===== src/core/ric_regs.vh =====
/*
 * Register offsets, field positions, reset values and timing counts
 * for the reset and interrupt control block.
 * Assumes a 32-bit APB slave, one aligned word per register.
 */
`ifndef RIC_REGS_VH
`define RIC_REGS_VH

// ---------------------------------------------------------------
// register byte offsets
// ---------------------------------------------------------------
`define RIC_OFS_EXT_IRQ_MASK   12'h000
`define RIC_OFS_GEN_IRQ_FLAGS  12'h004
`define RIC_OFS_MCU_CONTROL    12'h008
`define RIC_OFS_TIMER_MASK     12'h00c
`define RIC_OFS_TIMER_FLAGS    12'h010
`define RIC_OFS_STATUS_WORD    12'h014
`define RIC_OFS_RESET_CAUSE    12'h018
`define RIC_OFS_VECTOR         12'h01c

// ---------------------------------------------------------------
// field positions
// ---------------------------------------------------------------
`define RIC_BIT_EXT_IRQ0       6
`define RIC_BIT_TMR_OVF        1
`define RIC_BIT_GIE            7
`define RIC_BIT_SENSE_LO       0
`define RIC_BIT_SENSE_HI       1
`define RIC_BIT_POWERON_RESET_FLAG           0
`define RIC_BIT_EXTERNAL_RESET_FLAG          1

// ---------------------------------------------------------------
// encodings and reset values
// ---------------------------------------------------------------
`define RIC_SENSE_LOW          2'b00
`define RIC_SENSE_RSVD         2'b01
`define RIC_SENSE_FALL         2'b10
`define RIC_SENSE_RISE         2'b11
`define RIC_VEC_RESET          10'h000
`define RIC_VEC_EXT_IRQ0       10'h001
`define RIC_VEC_TMR_OVF        10'h002
`define RIC_RST_BYTE           8'h00

// ---------------------------------------------------------------
// timing
// ---------------------------------------------------------------
`define RIC_CLK_PERIOD_NS      20
`define RIC_PIN_RST_MIN_NS     50
`define RIC_PIN_RST_CYC        ((`RIC_PIN_RST_MIN_NS + `RIC_CLK_PERIOD_NS - 1) / `RIC_CLK_PERIOD_NS)
`define RIC_TOUT_SLOW_CYC      16384
`define RIC_TOUT_FAST_CYC      16

`endif


===== src/core/ric_core.v =====
/*
 * Reset and interrupt control: merges reset sources, records the
 * cause, stretches reset by a start-up time-out, and dispatches the
 * external and timer interrupts by priority at instruction boundaries.
 * Assumes the core raises instr_boundary between instructions, accepts
 * irq_take as a one-cycle vector request and pulses return_from_irq.
 */
// Implementation choices: the register offsets and register access over APB.
//
// Summary of operation
// - core held in reset while supply is below power-on threshold.
// - expired enabled watchdog resets the core.
// - reset pin low longer than 50 ns resets; driver holds it longer.
// - after reset pin rises, delay timer holds core until time-out.
// - any reset restores registers to initial values, restart at 000.
// - fast-start fuse at 0 selects shortest start-up; fixed variant otherwise.
// - two flags record cause: power-on, external, neither means watchdog.
// - taking an interrupt clears global enable.
// - return from interrupt sets global enable; software may set it too.
// - vectoring clears the serviced interrupt flag.
// - writing 1 to a flag clears it, writing 0 leaves it.
// - flag set while source disabled stays pending until enabled or cleared.
// - flags pend while global enable clear, then served by priority.
// - level interrupt has no flag; requests only while pin level active.
// - entry and return never save or restore the status word.
// - ext_irq0 enabled only with mask bit 6 and global enable set.
// - two sense bits select rising, falling or level for ext_irq0.
// - ext_irq0 pin activity requests even when pin is an output.
// - ext_irq0 service vectors to address 001.
// - mask bits 7 and 5..0 reserved, ignore writes, read zero.
// - sense 00 low level, 01 reserved, 10 falling, 11 rising.
// - ext_irq0 flag set by edge, cleared by vector or write 1, level clears.
`timescale 1ns/1ps
`default_nettype none
`include "ric_regs.vh"

module ric_core #(
	parameter HAS_FAST_START = 1,
	parameter TOUT_SLOW      = `RIC_TOUT_SLOW_CYC,
	parameter TOUT_FAST      = `RIC_TOUT_FAST_CYC
) (
	// clock and reset
	input  wire        clk,
	input  wire        rst_n,
	// reset sources
	input  wire        supply_below_por,
	input  wire        reset_pin_n,
	input  wire        wdt_expired,
	input  wire        wdt_enable,
	input  wire        fast_start_fuse,
	// interrupt sources
	input  wire        ext_irq0_pin,
	input  wire        timer_ovf_event,
	// core handshake
	input  wire        instr_boundary,
	input  wire        return_from_irq,
	output reg         core_reset,
	output reg         irq_take,
	output reg  [9:0]  irq_vector,
	output reg         global_irq_enable,
	// apb slave
	input  wire        psel,
	input  wire        penable,
	input  wire        pwrite,
	input  wire [11:0] paddr,
	input  wire [31:0] pwdata,
	output reg  [31:0] prdata,
	output reg         pready,
	output reg         pslverr
);

	// ---------------------------------------------------------------
	// pin synchronisers
	// ---------------------------------------------------------------
	reg [2:0] rpin_sync_reg;
	reg [2:0] ipin_sync_reg;
	reg       rpin_state_reg;
	reg       ipin_state_reg;
	reg       ipin_prev_reg;
	reg [2:0] por_sync_reg;
	reg       por_state_reg;

	// reset chains start at idle levels so no false source follows reset
	always @(posedge clk) begin
		if (!rst_n) begin
			rpin_sync_reg  <= 3'b111;
			rpin_state_reg <= 1'b1;
			por_sync_reg   <= 3'b000;
			por_state_reg  <= 1'b0;
		end else begin
			rpin_sync_reg <= {rpin_sync_reg[1:0], reset_pin_n};
			por_sync_reg  <= {por_sync_reg[1:0], supply_below_por};
			if (rpin_sync_reg[2] == rpin_sync_reg[1])
				rpin_state_reg <= rpin_sync_reg[2];
			if (por_sync_reg[2] == por_sync_reg[1])
				por_state_reg <= por_sync_reg[2];
		end
		ipin_sync_reg <= {ipin_sync_reg[1:0], ext_irq0_pin};
		if (ipin_sync_reg[2] == ipin_sync_reg[1])
			ipin_state_reg <= ipin_sync_reg[2];
		ipin_prev_reg <= ipin_state_reg;
	end

	// ---------------------------------------------------------------
	// reset merge and start-up time-out
	// ---------------------------------------------------------------
	localparam [1:0] ST_HOLD = 2'd0;
	localparam [1:0] ST_WAIT = 2'd1;
	localparam [1:0] ST_RUN  = 2'd2;

	reg  [1:0]  rst_state_reg;
	reg  [15:0] tout_cnt_reg;
	reg  [1:0]  pin_low_cnt_reg;
	reg         por_seen_reg;
	reg         ext_seen_reg;
	reg         poweron_reset_flag;
	reg         external_reset_flag;
	wire        por_active;
	wire        pin_active;
	wire        wdt_active;
	wire        any_reset;
	wire        fast_sel;
	wire [15:0] tout_len;

	assign por_active = por_state_reg | ~rst_n;
	assign pin_active = (pin_low_cnt_reg >= `RIC_PIN_RST_CYC);
	assign wdt_active = wdt_enable & wdt_expired;
	assign any_reset  = por_active | pin_active | wdt_active;
	assign fast_sel   = (HAS_FAST_START != 0) && !fast_start_fuse;
	assign tout_len   = fast_sel ? TOUT_FAST[15:0] : TOUT_SLOW[15:0];

	always @(posedge clk) begin
		if (!rst_n)
			pin_low_cnt_reg <= 2'd0;
		else if (rpin_state_reg)
			pin_low_cnt_reg <= 2'd0;
		else if (!pin_active)
			pin_low_cnt_reg <= pin_low_cnt_reg + 2'd1;
	end

	always @(posedge clk) begin
		if (por_active) begin
			rst_state_reg <= ST_HOLD;
			tout_cnt_reg  <= 16'd0;
			por_seen_reg  <= 1'b1;
			ext_seen_reg  <= 1'b0;
			core_reset    <= 1'b1;
		end else if (pin_active | wdt_active) begin
			rst_state_reg <= ST_HOLD;
			tout_cnt_reg  <= 16'd0;
			core_reset    <= 1'b1;
			// a later pin or watchdog reset replaces an older power-on cause
			por_seen_reg  <= 1'b0;
			ext_seen_reg  <= pin_active;
		end else begin
			case (rst_state_reg)
			ST_HOLD: begin
				rst_state_reg <= ST_WAIT;
				tout_cnt_reg  <= 16'd0;
			end
			ST_WAIT: begin
				tout_cnt_reg <= tout_cnt_reg + 16'd1;
				if (tout_cnt_reg >= tout_len - 16'd1) begin
					rst_state_reg <= ST_RUN;
					core_reset    <= 1'b0;
				end
			end
			ST_RUN: ;
			default: rst_state_reg <= ST_HOLD;
			endcase
		end
	end

	// cause flags are loaded on every start-up wait cycle until the core is released
	always @(posedge clk) begin
		if (!rst_n) begin
			poweron_reset_flag  <= 1'b0;
			external_reset_flag <= 1'b0;
		end else if (core_reset && rst_state_reg == ST_WAIT && !any_reset) begin
			poweron_reset_flag  <= por_seen_reg;
			external_reset_flag <= ext_seen_reg;
		end
	end

	// ---------------------------------------------------------------
	// registers and interrupt flags
	// ---------------------------------------------------------------
	reg        ext_mask_reg;
	reg [1:0]  sense_reg;
	reg        tmr_mask_reg;
	reg        ext_flag_reg;
	reg        tmr_flag_reg;
	reg        ext_flag_next;
	reg        tmr_flag_next;
	wire       wr_acc;
	wire       edge_hit;
	wire       level_req;
	wire       ext_req;
	wire       tmr_req;
	wire       take_ext;
	wire       take_tmr;

	assign wr_acc    = psel & penable & pwrite;
	assign edge_hit  = (sense_reg == `RIC_SENSE_FALL &&  ipin_prev_reg && !ipin_state_reg) ||
			   (sense_reg == `RIC_SENSE_RISE && !ipin_prev_reg &&  ipin_state_reg);
	assign level_req = (sense_reg == `RIC_SENSE_LOW) && !ipin_state_reg;
	assign ext_req   = ext_mask_reg & (ext_flag_reg | level_req);
	assign tmr_req   = tmr_mask_reg & tmr_flag_reg;
	assign take_ext  = global_irq_enable & instr_boundary & ext_req & !irq_take;
	assign take_tmr  = global_irq_enable & instr_boundary & tmr_req & !ext_req
			   & !irq_take;

	always @* begin
		ext_flag_next = ext_flag_reg;
		if (take_ext)
			ext_flag_next = 1'b0;
		if (wr_acc && paddr == `RIC_OFS_GEN_IRQ_FLAGS && pwdata[`RIC_BIT_EXT_IRQ0])
			ext_flag_next = 1'b0;
		if (edge_hit)
			ext_flag_next = 1'b1;
		if (sense_reg == `RIC_SENSE_LOW || sense_reg == `RIC_SENSE_RSVD)
			ext_flag_next = 1'b0;
		tmr_flag_next = tmr_flag_reg;
		if (take_tmr)
			tmr_flag_next = 1'b0;
		if (wr_acc && paddr == `RIC_OFS_TIMER_FLAGS && pwdata[`RIC_BIT_TMR_OVF])
			tmr_flag_next = 1'b0;
		if (timer_ovf_event)
			tmr_flag_next = 1'b1;
	end

	always @(posedge clk) begin
		if (core_reset) begin
			ext_mask_reg      <= 1'b0;
			sense_reg         <= `RIC_SENSE_LOW;
			tmr_mask_reg      <= 1'b0;
			ext_flag_reg      <= 1'b0;
			tmr_flag_reg      <= 1'b0;
			global_irq_enable <= 1'b0;
			irq_take          <= 1'b0;
			irq_vector        <= `RIC_VEC_RESET;
		end else begin
			ext_flag_reg <= ext_flag_next;
			tmr_flag_reg <= tmr_flag_next;
			irq_take     <= take_ext | take_tmr;
			if (take_ext)
				irq_vector <= `RIC_VEC_EXT_IRQ0;
			else if (take_tmr)
				irq_vector <= `RIC_VEC_TMR_OVF;
			if (wr_acc && paddr == `RIC_OFS_EXT_IRQ_MASK)
				ext_mask_reg <= pwdata[`RIC_BIT_EXT_IRQ0];
			if (wr_acc && paddr == `RIC_OFS_MCU_CONTROL)
				sense_reg <= pwdata[`RIC_BIT_SENSE_HI:`RIC_BIT_SENSE_LO];
			if (wr_acc && paddr == `RIC_OFS_TIMER_MASK)
				tmr_mask_reg <= pwdata[`RIC_BIT_TMR_OVF];
			// only the enable bit lives here; the rest of the status word is
			// the core's own and is never saved or restored on entry/return
			if (take_ext | take_tmr)
				global_irq_enable <= 1'b0;
			else if (return_from_irq)
				global_irq_enable <= 1'b1;
			else if (wr_acc && paddr == `RIC_OFS_STATUS_WORD)
				global_irq_enable <= pwdata[`RIC_BIT_GIE];
		end
	end

	// ---------------------------------------------------------------
	// apb read path
	// ---------------------------------------------------------------
	reg [31:0] rd_mux;
	reg        rd_err;

	always @* begin
		rd_mux = 32'h0000_0000;
		rd_err = 1'b0;
		case (paddr)
		`RIC_OFS_EXT_IRQ_MASK:  rd_mux[`RIC_BIT_EXT_IRQ0] = ext_mask_reg;
		`RIC_OFS_GEN_IRQ_FLAGS: rd_mux[`RIC_BIT_EXT_IRQ0] = ext_flag_reg;
		`RIC_OFS_MCU_CONTROL:   rd_mux[1:0] = sense_reg;
		`RIC_OFS_TIMER_MASK:    rd_mux[`RIC_BIT_TMR_OVF] = tmr_mask_reg;
		`RIC_OFS_TIMER_FLAGS:   rd_mux[`RIC_BIT_TMR_OVF] = tmr_flag_reg;
		`RIC_OFS_STATUS_WORD:   rd_mux[`RIC_BIT_GIE] = global_irq_enable;
		`RIC_OFS_RESET_CAUSE:   rd_mux[1:0] = {external_reset_flag, poweron_reset_flag};
		`RIC_OFS_VECTOR:        rd_mux[9:0] = irq_vector;
		default:                rd_err = 1'b1;
		endcase
	end

	always @(posedge clk) begin
		if (!rst_n) begin
			pready  <= 1'b0;
			pslverr <= 1'b0;
			prdata  <= 32'h0000_0000;
		end else begin
			pready  <= psel & !penable;
			pslverr <= psel & !penable & rd_err;
			if (psel & !penable & !pwrite)
				prdata <= rd_mux;
			else if (!psel)
				prdata <= 32'h0000_0000;
		end
	end

endmodule
`default_nettype wire


===== config.mk =====
export PLATFORM = sky130hd
export DESIGN_NAME = ric_core
export DESIGN_NICKNAME = d
export VERILOG_FILES = /design/src/core/ric_core.v
export VERILOG_INCLUDE_DIRS = /design/src /design/src/core
export SDC_FILE = /design/constraint.sdc
export NUM_CORES = 1
export LEC_CHECK = 0
export BUFFER_PORTS_ARGS = -buffer_cell sky130_fd_sc_hd__buf_2
export CAP_MARGIN = 15
export CORE_MARGIN = 10
export CORE_UTILIZATION = 43
export CTS_CLUSTER_DIAMETER = 30
export DETAILED_ROUTE_END_ITERATION = 7
export PLACE_DENSITY_LB_ADDON = 0.2
export REMOVE_ABC_BUFFERS = 1
export SYNTH_ARGS = -nofsm -noshare
export SYNTH_HDL_FRONTEND = slang
export SYNTH_SLANG_ARGS = --single-unit

===== constraint.sdc =====
create_clock -name clk -period 4.2 [get_ports clk]
set_input_delay 0.21 -clock clk [delete_from_list [all_inputs] [get_ports clk]]
set_output_delay 0.21 -clock clk [all_outputs]
set_load 0.02 [all_outputs]

# After elaboration in Yosys (flattened, before gate mapping)
# Index checks and enable logic that the tools add are counted.
[word_totals]
ff_bits = 60
in_bits = 58
output_inout_bits = 47
wordCells = 132
[op_classes]
add_sub_neg = 3
order_cmp = 2
eq_ne = 17
mux = 21
bitwise = 22
n_reduce_logical = 40
[ops]
columns = ["operator", "count"]
rows = [
  ["12-bit by 5-bit == test with 1-bit output (second input constant)", 4],
  ["16-bit case mux with 2 select lines", 1],
  ["12-bit by 4-bit == test with 1-bit output (second input constant)", 2],
  ["10-bit two-way mux", 2],
  ["16-bit by 1-bit adder with 16-bit output (second input constant)", 1],
  ["16-bit greater-or-equal comparator", 1],
  ["15-bit by 1-bit subtractor with 16-bit output (second input constant)", 1],
  ["1-bit logical AND", 15],
  ["15-bit two-way mux", 1],
  ["1-bit bitwise AND", 14],
  ["12-bit by 3-bit == test with 1-bit output (second input constant)", 1],
  ["12-bit zero test", 1],
  ["1-bit two-way mux", 12],
  ["2-bit OR reduction", 5],
  ["8-bit OR reduction", 1],
  ["1-bit zero test", 7],
  ["2-bit == test (second input constant)", 3],
  ["1-bit bitwise OR", 6],
  ["2-bit case mux with 3 select lines", 1],
  ["2-bit nonzero test", 3],
  ["3-bit nonzero test", 2],
  ["1-bit case mux with 5 select lines", 1],
  ["2-bit by 1-bit == test with 1-bit output (second input constant)", 2],
  ["2-bit zero test", 2],
  ["other kinds (11)", 16],
]

# Logic depth before layout (Yosys ltp)
# Gate-level depths: netlist of the first run.
[logic_depth]
ltp_word = 10
mapped_depth = 6

# Worst setup path before layout of the first run
# No wires, ideal clock.
[synth_path]
path_type = "input to register"
from = "in fast_start_fuse"
to = "reg rst_state_reg[0]"
setup_ps = 115
arrival_ps = 1689
required_time_ps = 4085
path_slack_ps = 2396
stages = 6
path_buffers = 0
cell_sequence = "inv_1 > ha_1 > a21o_1 > a2111oi_4 > nand2_1 > a2111oi_0"
[synth_between]
elab_chain_cells = 5
[synth_rtl]
columns = ["item", "line", "text"]
rows = [
  ["start, declared", "ric_core.v:50", "input wire fast_start_fuse,"],
  ["15-bit two-way mux", "ric_core.v:130", "assign tout_len = fast_sel ? TOUT_FAST[15:0] : TOUT_SLOW[15:0];"],
  ["15-bit by 1-bit subtractor with 16-bit output", "ric_core.v:163", "if (tout_cnt_reg >= tout_len - 16'd1) begin"],
  ["16-bit greater-or-equal comparator", "ric_core.v:163", ""],
  ["2-bit inequality test (no line)", "--", ""],
  ["2-bit AND reduction (no line)", "--", ""],
  ["end signal, assigned", "ric_core.v:158", "rst_state_reg <= ST_WAIT;"],
  ["end signal, assigned", "ric_core.v:164", "rst_state_reg <= ST_RUN;"],
  ["end signal, assigned", "ric_core.v:169", "default: rst_state_reg <= ST_HOLD;"],
  ["end, declared", "ric_core.v:111", "reg [1:0] rst_state_reg;"],
]
# No other way between the ends.
# A chain may end at the register's enable or synchronous reset.

# Final worst setup path of the first run
[layout_path]
from = "reg pin_low_cnt_reg[0]"
to = "reg tout_cnt_reg[13]"
[layout_between]
elab_chain_cells = 3
[layout_rtl]
columns = ["item", "line", "text"]
rows = [
  ["start, declared", "ric_core.v:113", "reg [1:0] pin_low_cnt_reg;"],
  ["start signal, assigned", "ric_core.v:138", "pin_low_cnt_reg <= pin_low_cnt_reg + 2'd1;"],
  ["2-bit greater-or-equal comparator (no line)", "--", ""],
  ["via pin_active", "ric_core.v:119", "wire pin_active;"],
  ["1-bit bitwise OR", "ric_core.v:148", "end else if (pin_active | wdt_active) begin"],
  ["2-bit OR reduction (no line)", "--", ""],
  ["end signal, assigned", "ric_core.v:162", "tout_cnt_reg <= tout_cnt_reg + 16'd1;"],
  ["end, declared", "ric_core.v:112", "reg [15:0] tout_cnt_reg;"],
]
# The timed path passes the listed nets, and every way through them passes these cells.

==> results of run 1 <==
cells in the final DEF, fill, tap and decap left out, drive strengths merged, types with 4 or more instances in the layout:
cell type and instances:
xor2 6, or4 4, a21boi 4, nor2b 9
buf 40, nand2 17, dfxtp 53, or2b 5
clkbuf 5, o211ai 4, nor3b 4, nor2 23
o21ai 9, and4 5, xnor2 5, o21a 4
nand3 14, nand2b 4, conb 36, a21oi 16
ha 12, and2 5, inv 7, and3 4
nand4 10, mux2i 5
cell type report:
cell class | instances | area (sq um) | area share
Multi-Input combinational cell | 241 | 1548 | 0.5055
Clock buffer | 5 | 68.82 | 0.02248
Sequential cell | 54 | 1091 | 0.3564
Tap cell | 77 | 96.34 | 0.03147
Timing Repair Buffer | 41 | 210.2 | 0.06866
Inverter | 5 | 18.77 | 0.006130
Clock inverter | 3 | 28.78 | 0.009399
worst max-delay path, cell delays in order (launching register included):
cell,delay [ps]
dfxtp_1,340
ha_1,280
nor3b_4,400
nand3_4,240
or4_1,540
o21ai_0,80
worst max path at each step:
stage	end	slack [ps]	depth (start not counted)
after floorplan	rst_state_reg[0]	2400	6
after global placement	rst_state_reg[0]	2160	7
after detailed placement	rst_state_reg[0]	2130	7
after CTS	tout_cnt_reg[13]	2210	5
after global routing	tout_cnt_reg[13]	2100	5
final	tout_cnt_reg[13]	2250	5
timing repair:
item                                   CTS  global route
gates resized for setup                  0             0
endpoints found under the hold margin    1             0
hold buffers                             1             0
kinds of logic (layout without fill, tap and decap cells):
family | after synthesis | count (layout) | share of synthesized area
other | 1 | 36 | 0.001324
XOR/XNOR | 11 | 11 | 0.03401
AO/OA/AOI/OAI | 57 | 57 | 0.1396
multiplexers | 7 | 7 | 0.02562
buffers and inverters | 48 | 54 | 0.1148
flip-flops | 54 | 54 | 0.3852
adder cells (fa/ha/maj) | 12 | 12 | 0.05300
AND/OR/NAND/NOR | 118 | 118 | 0.2465
report_power, final:
group	total [mW]	switching, mW	leakage (nW)	internal (mW)
clock	0.316	0.191	0.0506	0.125
combinational	0.0877	0.0615	0.814	0.0262
sequential	0.527	0.00472	0.441	0.522
routing by layer:
metal	global-route usage	vias up	part of all wire
met5	0	-	0
met4	0.04180	0	0.011
met1	0.1388	977	0.48
met3	0.03608	6	0.093
met2	0.1699	76	0.42
li1	-	1120	-
metrics by stage:
stage	std cells	utilization	area, sq um	hold WS (ps)
floorplan	300	-	2658	237.7
global placement	417	0.4626	2954	309.9
detailed placement	417	0.4626	2954	313.6
CTS	426	0.4794	3062	66.46
global route	426	0.4794	3062	74.43
finish	426	0.4794	3062	71.69
==> run summary, run 1 <==
number of synthesized flops with an enable pin = 1
Area contributors post-synth = dfxtp_1 (37%), buf_4 (9.5%), ha_1 (5.3%)
Worst-Margin Slew = 637.2 ps
f_max = 513.8 MHz
flop2flop setup slack = 2250 ps
synth cell count leaders = dfxtp_1 (53), buf_4 (36), nor2_1 (23), nand2_1 (17), a21oi_1 (16)
pin count of the biggest net entering global routing = 20
HPWL Detailed = 4.510 mm
Overall Power = 0.9310 mW
Crit. End Element = flip-flop
crit path DAT = 2200 ps
outcome = finished clean
Hold WC Path Type = in2reg
total global routing overflow = 0
RSZ-0062 raised after global routing = no
CTS buffer count = 5
Residual DRC = 0
Worst Hold Depth = 2
register bit total from synthesis = 54
P_leak = 1.305 nW
Total GRT Usage = 0.1099
CP Launch Point = pin_low_cnt_reg[0]
min Tclk post-route = 1946 ps
Critical Path Start Type = flip-flop
post-synth top area cell = dfxtp_1
gp weighted congestion = 0.7592
initial antenna violation count = 0
die area = 10230 sq um
Final Setup Violations = 0
Longest Clk Path Bufs = 2
relative slew slack = 0.5743
origin of the critical flop-to-flop path = pin_low_cnt_reg[0]
max reg flops = 16
Worst Hold End = rpin_sync_reg[0]
Initial Util = 0.4436
vias post-DR = 2179
top cell type's share of synthesized area = 0.3746
IO Port Bufs = 40
worst r2r dst = tout_cnt_reg[13]
Vert. Die Dim = 101.2 um
synth warn = 0
peak supply drop = 0.1816 mV
H-tree depth = 2
pre-CTS setup slack = 2126 ps
Final Max Tran Viols = 0
CTS tree = yes
Mapped Cells = 308
vias per cell = 5.115
number of global-route vias before repair = 2091
worst-skew pair later-pin latency = 320 ps
core area = 6386 sq um
Pre-antenna DRT Iters = 4
share of flip-flops with an asynchronous set or reset = 0
Filler cells = 603
min-delay src = reset_pin_n
IO Count = 105
Ant. Diodes = 0
Row Count = 29
R2R depth = 5
share of layout cells above drive strength 1 = 0.1633
Fin Clk Skew = 6.521 ps
worst setup margin = 2254 ps
Sink Count = 54
nets@finish = 418
CTS root buf = clkbuf_8
synthesized cell area = 2833 sq um
Fin. Hold Viols = 0
Setup Total Neg Slack = 0 ps
ys flop type = dfxtp_1
count leader, synth = dfxtp_1
postcts setup bufs = 0
first-pass GRT wire length = 9.522 mm
post-DR wirelength/cell = 13.68 um
Worst EP required = 4450 ps
mean area per synthesized cell = 9.197 sq um
area added between synthesis and finish = 8.083%
Final period util = 0.4634
Clock Pin Slew Worst Setup and Hold Paths = 110 ps
Power Density = 304.1 nW/um^2
register area share after synthesis = 0.3852
die width = 101.2 um
CP max FO = 14
synth unique cells = 55
kind of critical path = reg2reg
max_cap viols = 0
remaining antenna violation count after routing = 0
final WL = 5.827 mm
drt initial violations = 75
Power figures use the tool's default switching activity.
==> run 2: changes to the inputs <==
==> constraint.sdc (replaced) <==
create_clock -name clk -period 1.9 [get_ports clk]
set_input_delay 0.095 -clock clk [delete_from_list [all_inputs] [get_ports clk]]
set_output_delay 0.095 -clock clk [all_outputs]
set_load 0.02 [all_outputs]
==> run 2 against run 1 <==
  * Die area unchanged
  * Via count increased by 1.8%
  * Critical path depth did not move
  * Flip-flop and latch count stayed put
  * Fmax rose by 8.9%
  * Register-to-register slack got worse by 2100 ps
  * Largest power group unchanged
==> run summary, run 2 (synthesized netlist as in run 1, its figures left out) <==
outcome = finished clean
origin of the critical flop-to-flop path = tout_cnt_reg[11]
die area = 10230 sq um
share of layout cells above drive strength 1 = 0.1878
Residual DRC = 0
gp weighted congestion = 0.7696
Longest Clk Path Bufs = 2
Placement Cell Area = 3037 sq um
max reg flops = 16
RSZ-0062 raised after global routing = no
CTS tree = yes
Final Max Tran Viols = 0
pin count of the biggest net entering global routing = 20
vias per cell = 5.052
Total GRT Usage = 0.1162
HPWL Detailed = 4.646 mm
leading cell type in the layout, fill and taps excluded = dfxtp_1
Filler cells = 625
area of the multi-input gates = 1548 sq um
first-pass GRT wire length = 10.14 mm
H-tree depth = 2
pre-CTS setup slack = 93.11 ps
Final Setup Violations = 0
core area = 6386 sq um
total global routing overflow = 0
CP max stage delay = 400 ps
Row Count = 29
remaining antenna violation count after routing = 0
Worst EP required = 2110 ps
crit path DAT = 1990 ps
Fin Clk Skew = 8.307 ps
Sink Count = 54
CTS buffer count = 5
worst-path cell chain = ha_1 > and4_1 > a2111oi_4 > nand2_1 > a2111oi_0
post-DR wirelength/cell = 13.71 um
min Tclk post-route = 1787 ps
Hold WC Path Type = in2reg
Ant. Diodes = 0
Vert. Die Dim = 101.2 um
die width = 101.2 um
final WL = 6.019 mm
slowest CP cell = dfxtp_1
kind of critical path = reg2reg
min-delay src = timer_ovf_event
postcts setup bufs = 0
final instance area = 3164 sq um
Overall Power = 2.063 mW
CP max FO = 5
Final period util = 0.9406
Gates resized, CTS repair = 0
Clock Pin Slew Worst Setup and Hold Paths = 100 ps
worst-skew pair later-pin latency = 310 ps
f_max = 559.6 MHz
IO Port Bufs = 40
relative slew slack = 0.5780
initial antenna violation count = 0
CP Launch Point = tout_cnt_reg[11]
Pre-antenna DRT Iters = 4
max_cap viols = 0
Power Density = 651.8 nW/um^2
Crit. End Element = flip-flop
number of global-route vias before repair = 2150
Initial Util = 0.4436
P_leak = 1.368 nW
register area = 1091 sq um
Setup Total Neg Slack = 0 ps
Worst-Margin Slew = 631.6 ps
area added between synthesis and finish = 11.70%
CTS root buf = clkbuf_8
Fin. Hold Viols = 0
vias post-DR = 2218
IO Count = 105
peak supply drop = 0.3072 mV
worst setup margin = 112.9 ps
nets@finish = 431
commonest non-fill, non-tap cells in the layout = dfxtp_1 (53), buf_2 (40), conb_1 (36), nor2_1 (23), nand2_1 (17)
drt initial violations = 102
Critical Path Start Type = flip-flop
## run 2: changes by cell type in the layout (fill, tap and decap cells not counted)
cell | before | now
dlygate4sd3_1 | 1 | 3
buf_4 | 0 | 11
## run 2: metrics by stage
| stage | std cells | utilization | hold WS (ps) |
|---|---|---|---|
| finish | 439 | 0.4955 | 18.29 |
| global route | 439 | 0.4955 | 16.18 |
| CTS | 439 | 0.4955 | 13.95 |
| detailed placement | 428 | 0.4755 | 199.4 |
| global placement | 428 | 0.4755 | 198.8 |
| floorplan | 300 | - | 122.7 |
## run 2: what timing repair did
action / in CTS / in global routing
endpoints found under the setup margin: 0 / 0
endpoints found under the hold margin: 3 / 0
hold buffers: 3 / 0
## run 2: where the power goes
part	internal, mW	switching [mW]
combinational	0.0659	0.138
sequential	1.15	0.0106
clock	0.277	0.417
total	1.50	0.566
## run 2: cell type report
type,instances,area share
repair buffers,54,0.09885
multi-input cells,241,0.4891
flip-flops and latches,54,0.3448
clock buffers,5,0.02175
inverters,5,0.005931
clock inverters,3,0.009095
well taps,77,0.03045
## run 2: metal layers
metal | GRT usage | up-vias | part of all wire
li1 | - | 1140 | -
met1 | 0.1525 | 990 | 0.46
met2 | 0.1777 | 82 | 0.42
met3 | 0.03472 | 6 | 0.10
met4 | 0.03859 | 0 | 0.013
met5 | 0 | - | 0
## run 2: final timing paths
path / cells after the start / slack [ps] / to
worst max-delay path: 5 / 110 / rst_state_reg[0]
worst min-delay path: 2 / 20 / tmr_flag_reg
worst max register to register: 5 / 110 / rst_state_reg[0]
worst min register to register: 0 / 340 / ipin_sync_reg[1]
## run 2: worst max-delay path: cells and delay by family (launching register included)
family,cells,cell delay [ps]
AND/OR/NAND/NOR,2,320
AO/OA/AOI/OAI,2,700
flip-flops,1,400
adder cells (fa/ha/maj),1,260
==> run 3: changes to the inputs <==
--- a/config.mk
+++ b/config.mk
@@ -8,7 +8,7 @@
 export LEC_CHECK = 0
 export BUFFER_PORTS_ARGS = -buffer_cell sky130_fd_sc_hd__buf_2
 export CAP_MARGIN = 15
-export CORE_MARGIN = 10
+export CORE_MARGIN = 4
 export CORE_UTILIZATION = 43
 export CTS_CLUSTER_DIAMETER = 30
 export DETAILED_ROUTE_END_ITERATION = 7
==> run 3 against run 2 <==
  * Final cell count did not move
  * Global-route usage rose by 2.6 points
  * Fmax fell by 0.76%
  * Power fell by 0.32%
==> run summary, run 3 (synthesized netlist as in run 1, its figures left out) <==
outcome = finished clean
post-DR wirelength/cell = 12.79 um
final WL = 5.614 mm
total global routing overflow = 0
register area = 1092 sq um
relative slew slack = 0.5871
Worst-Margin Slew = 617.9 ps
core area = 6386 sq um
vias post-DR = 2276
gp weighted congestion = 0.8156
vias per cell = 5.185
die width = 89.17 um
CP max FO = 3
Longest Clk Path Bufs = 2
Fin. Hold Viols = 0
origin of the critical flop-to-flop path = tout_cnt_reg[9]
flop2flop setup slack = 100 ps
postcts setup bufs = 0
Filler cells = 620
Finished Core Util = 0.4953
area added between synthesis and finish = 11.66%
Placement Cell Area = 3037 sq um
min Tclk post-route = 1801 ps
max_cap viols = 0
Final period util = 0.9478
number of global-route vias before repair = 1990
Worst Hold Depth = 3
Sink Count = 54
commonest non-fill, non-tap cells in the layout = dfxtp_1 (52), buf_2 (40), conb_1 (36), nor2_1 (23), nand2_1 (17)
leading cell type in the layout, fill and taps excluded = dfxtp_1
Vert. Die Dim = 89.17 um
pin count of the biggest net entering global routing = 20
Hold WC Path Type = in2reg
min-delay src = pwdata[0]
die area = 7950 sq um
Critical Path Start Type = flip-flop
Worst Hold End = sense_reg[0]
CTS tree = yes
Ant. Diodes = 0
Initial Util = 0.4436
Clock Pin Slew Worst Setup and Hold Paths = 110 ps
Final Max Tran Viols = 0
Setup Total Neg Slack = 0 ps
Pre-antenna DRT Iters = 4
Worst EP required = 2100 ps
kind of critical path = reg2reg
max reg flops = 16
HPWL Detailed = 4.250 mm
Power Density = 650.0 nW/um^2
H-tree depth = 2
pre-CTS setup slack = 85.45 ps
peak supply drop = 0.3171 mV
final instance area = 3163 sq um
WHS = 26.34 ps
RSZ-0062 raised after global routing = no
IO Port Bufs = 40
Row Count = 29
CTS root buf = clkbuf_8
P_leak = 1.367 nW
nets@finish = 431
Total GRT Usage = 0.1424
CTS buffer count = 5
drt initial violations = 86
Residual DRC = 0
R2R depth = 5
area of the multi-input gates = 1548 sq um
worst-skew pair later-pin latency = 320 ps
worst setup margin = 99.18 ps
first-pass GRT wire length = 9.094 mm
Fin Clk Skew = 15.63 ps
Crit. End Element = flip-flop
initial antenna violation count = 0
share of layout cells above drive strength 1 = 0.1906
worst r2r dst = rst_state_reg[0]
remaining antenna violation count after routing = 0
crit path DAT = 2000 ps
IO Count = 105
f_max = 555.3 MHz
Final Setup Violations = 0
run 3: cell counts in the layout (fill, tap and decap cells not counted):
Identical to the previous run, type by type.
run 3: worst max path at each step:
stage          slack (ps)  depth (start not counted)              from               end
6_report              100                          5   tout_cnt_reg[9]  rst_state_reg[0]
4_1_cts               100                          5  tout_cnt_reg[11]  rst_state_reg[0]
3_5_place_dp           90                          7   fast_start_fuse  rst_state_reg[0]
2_1_floorplan         180                          5   tout_cnt_reg[9]  rst_state_reg[0]
5_1_grt                 9                          5   tout_cnt_reg[9]  rst_state_reg[0]
3_3_place_gp          100                          7   fast_start_fuse  rst_state_reg[0]
run 3: area by class of cell:
type                            instances  share of cell area
Clock buffer                            5             0.02176
Clock inverter                          3            0.008307
Inverter                                5            0.005934
Multi-Input combinational cell        241              0.4893
Sequential cell                        54              0.3453
Tap cell                               77             0.03046
Timing Repair Buffer                   54             0.09889
run 3: critical path: stages, from the launching register on:
cell and delay [ps]:
dfxtp_1 330, ha_1 300, a21o_1 210, a2111oi_4 390
nand2_1 90, a2111oi_0 360
run 3: timing repair:
item	CTS	global route
setup endpoints to repair	0	1
hold endpoints to repair	3	0
resized for setup	0	1
hold buffers	3	0
run 3: where the power goes:
group          total, mW  internal [mW]  switching, mW
sequential          1.17           1.15         0.0107
clock              0.688          0.272          0.416
combinational      0.202         0.0659          0.136
total               2.06           1.49          0.563
run 3: routing by layer:
layer	wire (um)	part of all wire	GRT usage	vias to the layer above
met5	0	0	0	-
met4	51	0.0091	0.03248	0
met3	445	0.079	0.03502	5
met2	2530	0.45	0.2304	73
met1	2587	0.46	0.1919	1053
li1	-	-	-	1145
run 3: metrics by stage:
step	power, mW	cells
floorplan	1.317	300
global placement	1.385	428
detailed placement	1.388	428
CTS	2.076	439
global route	2.145	439
finish	2.056	439
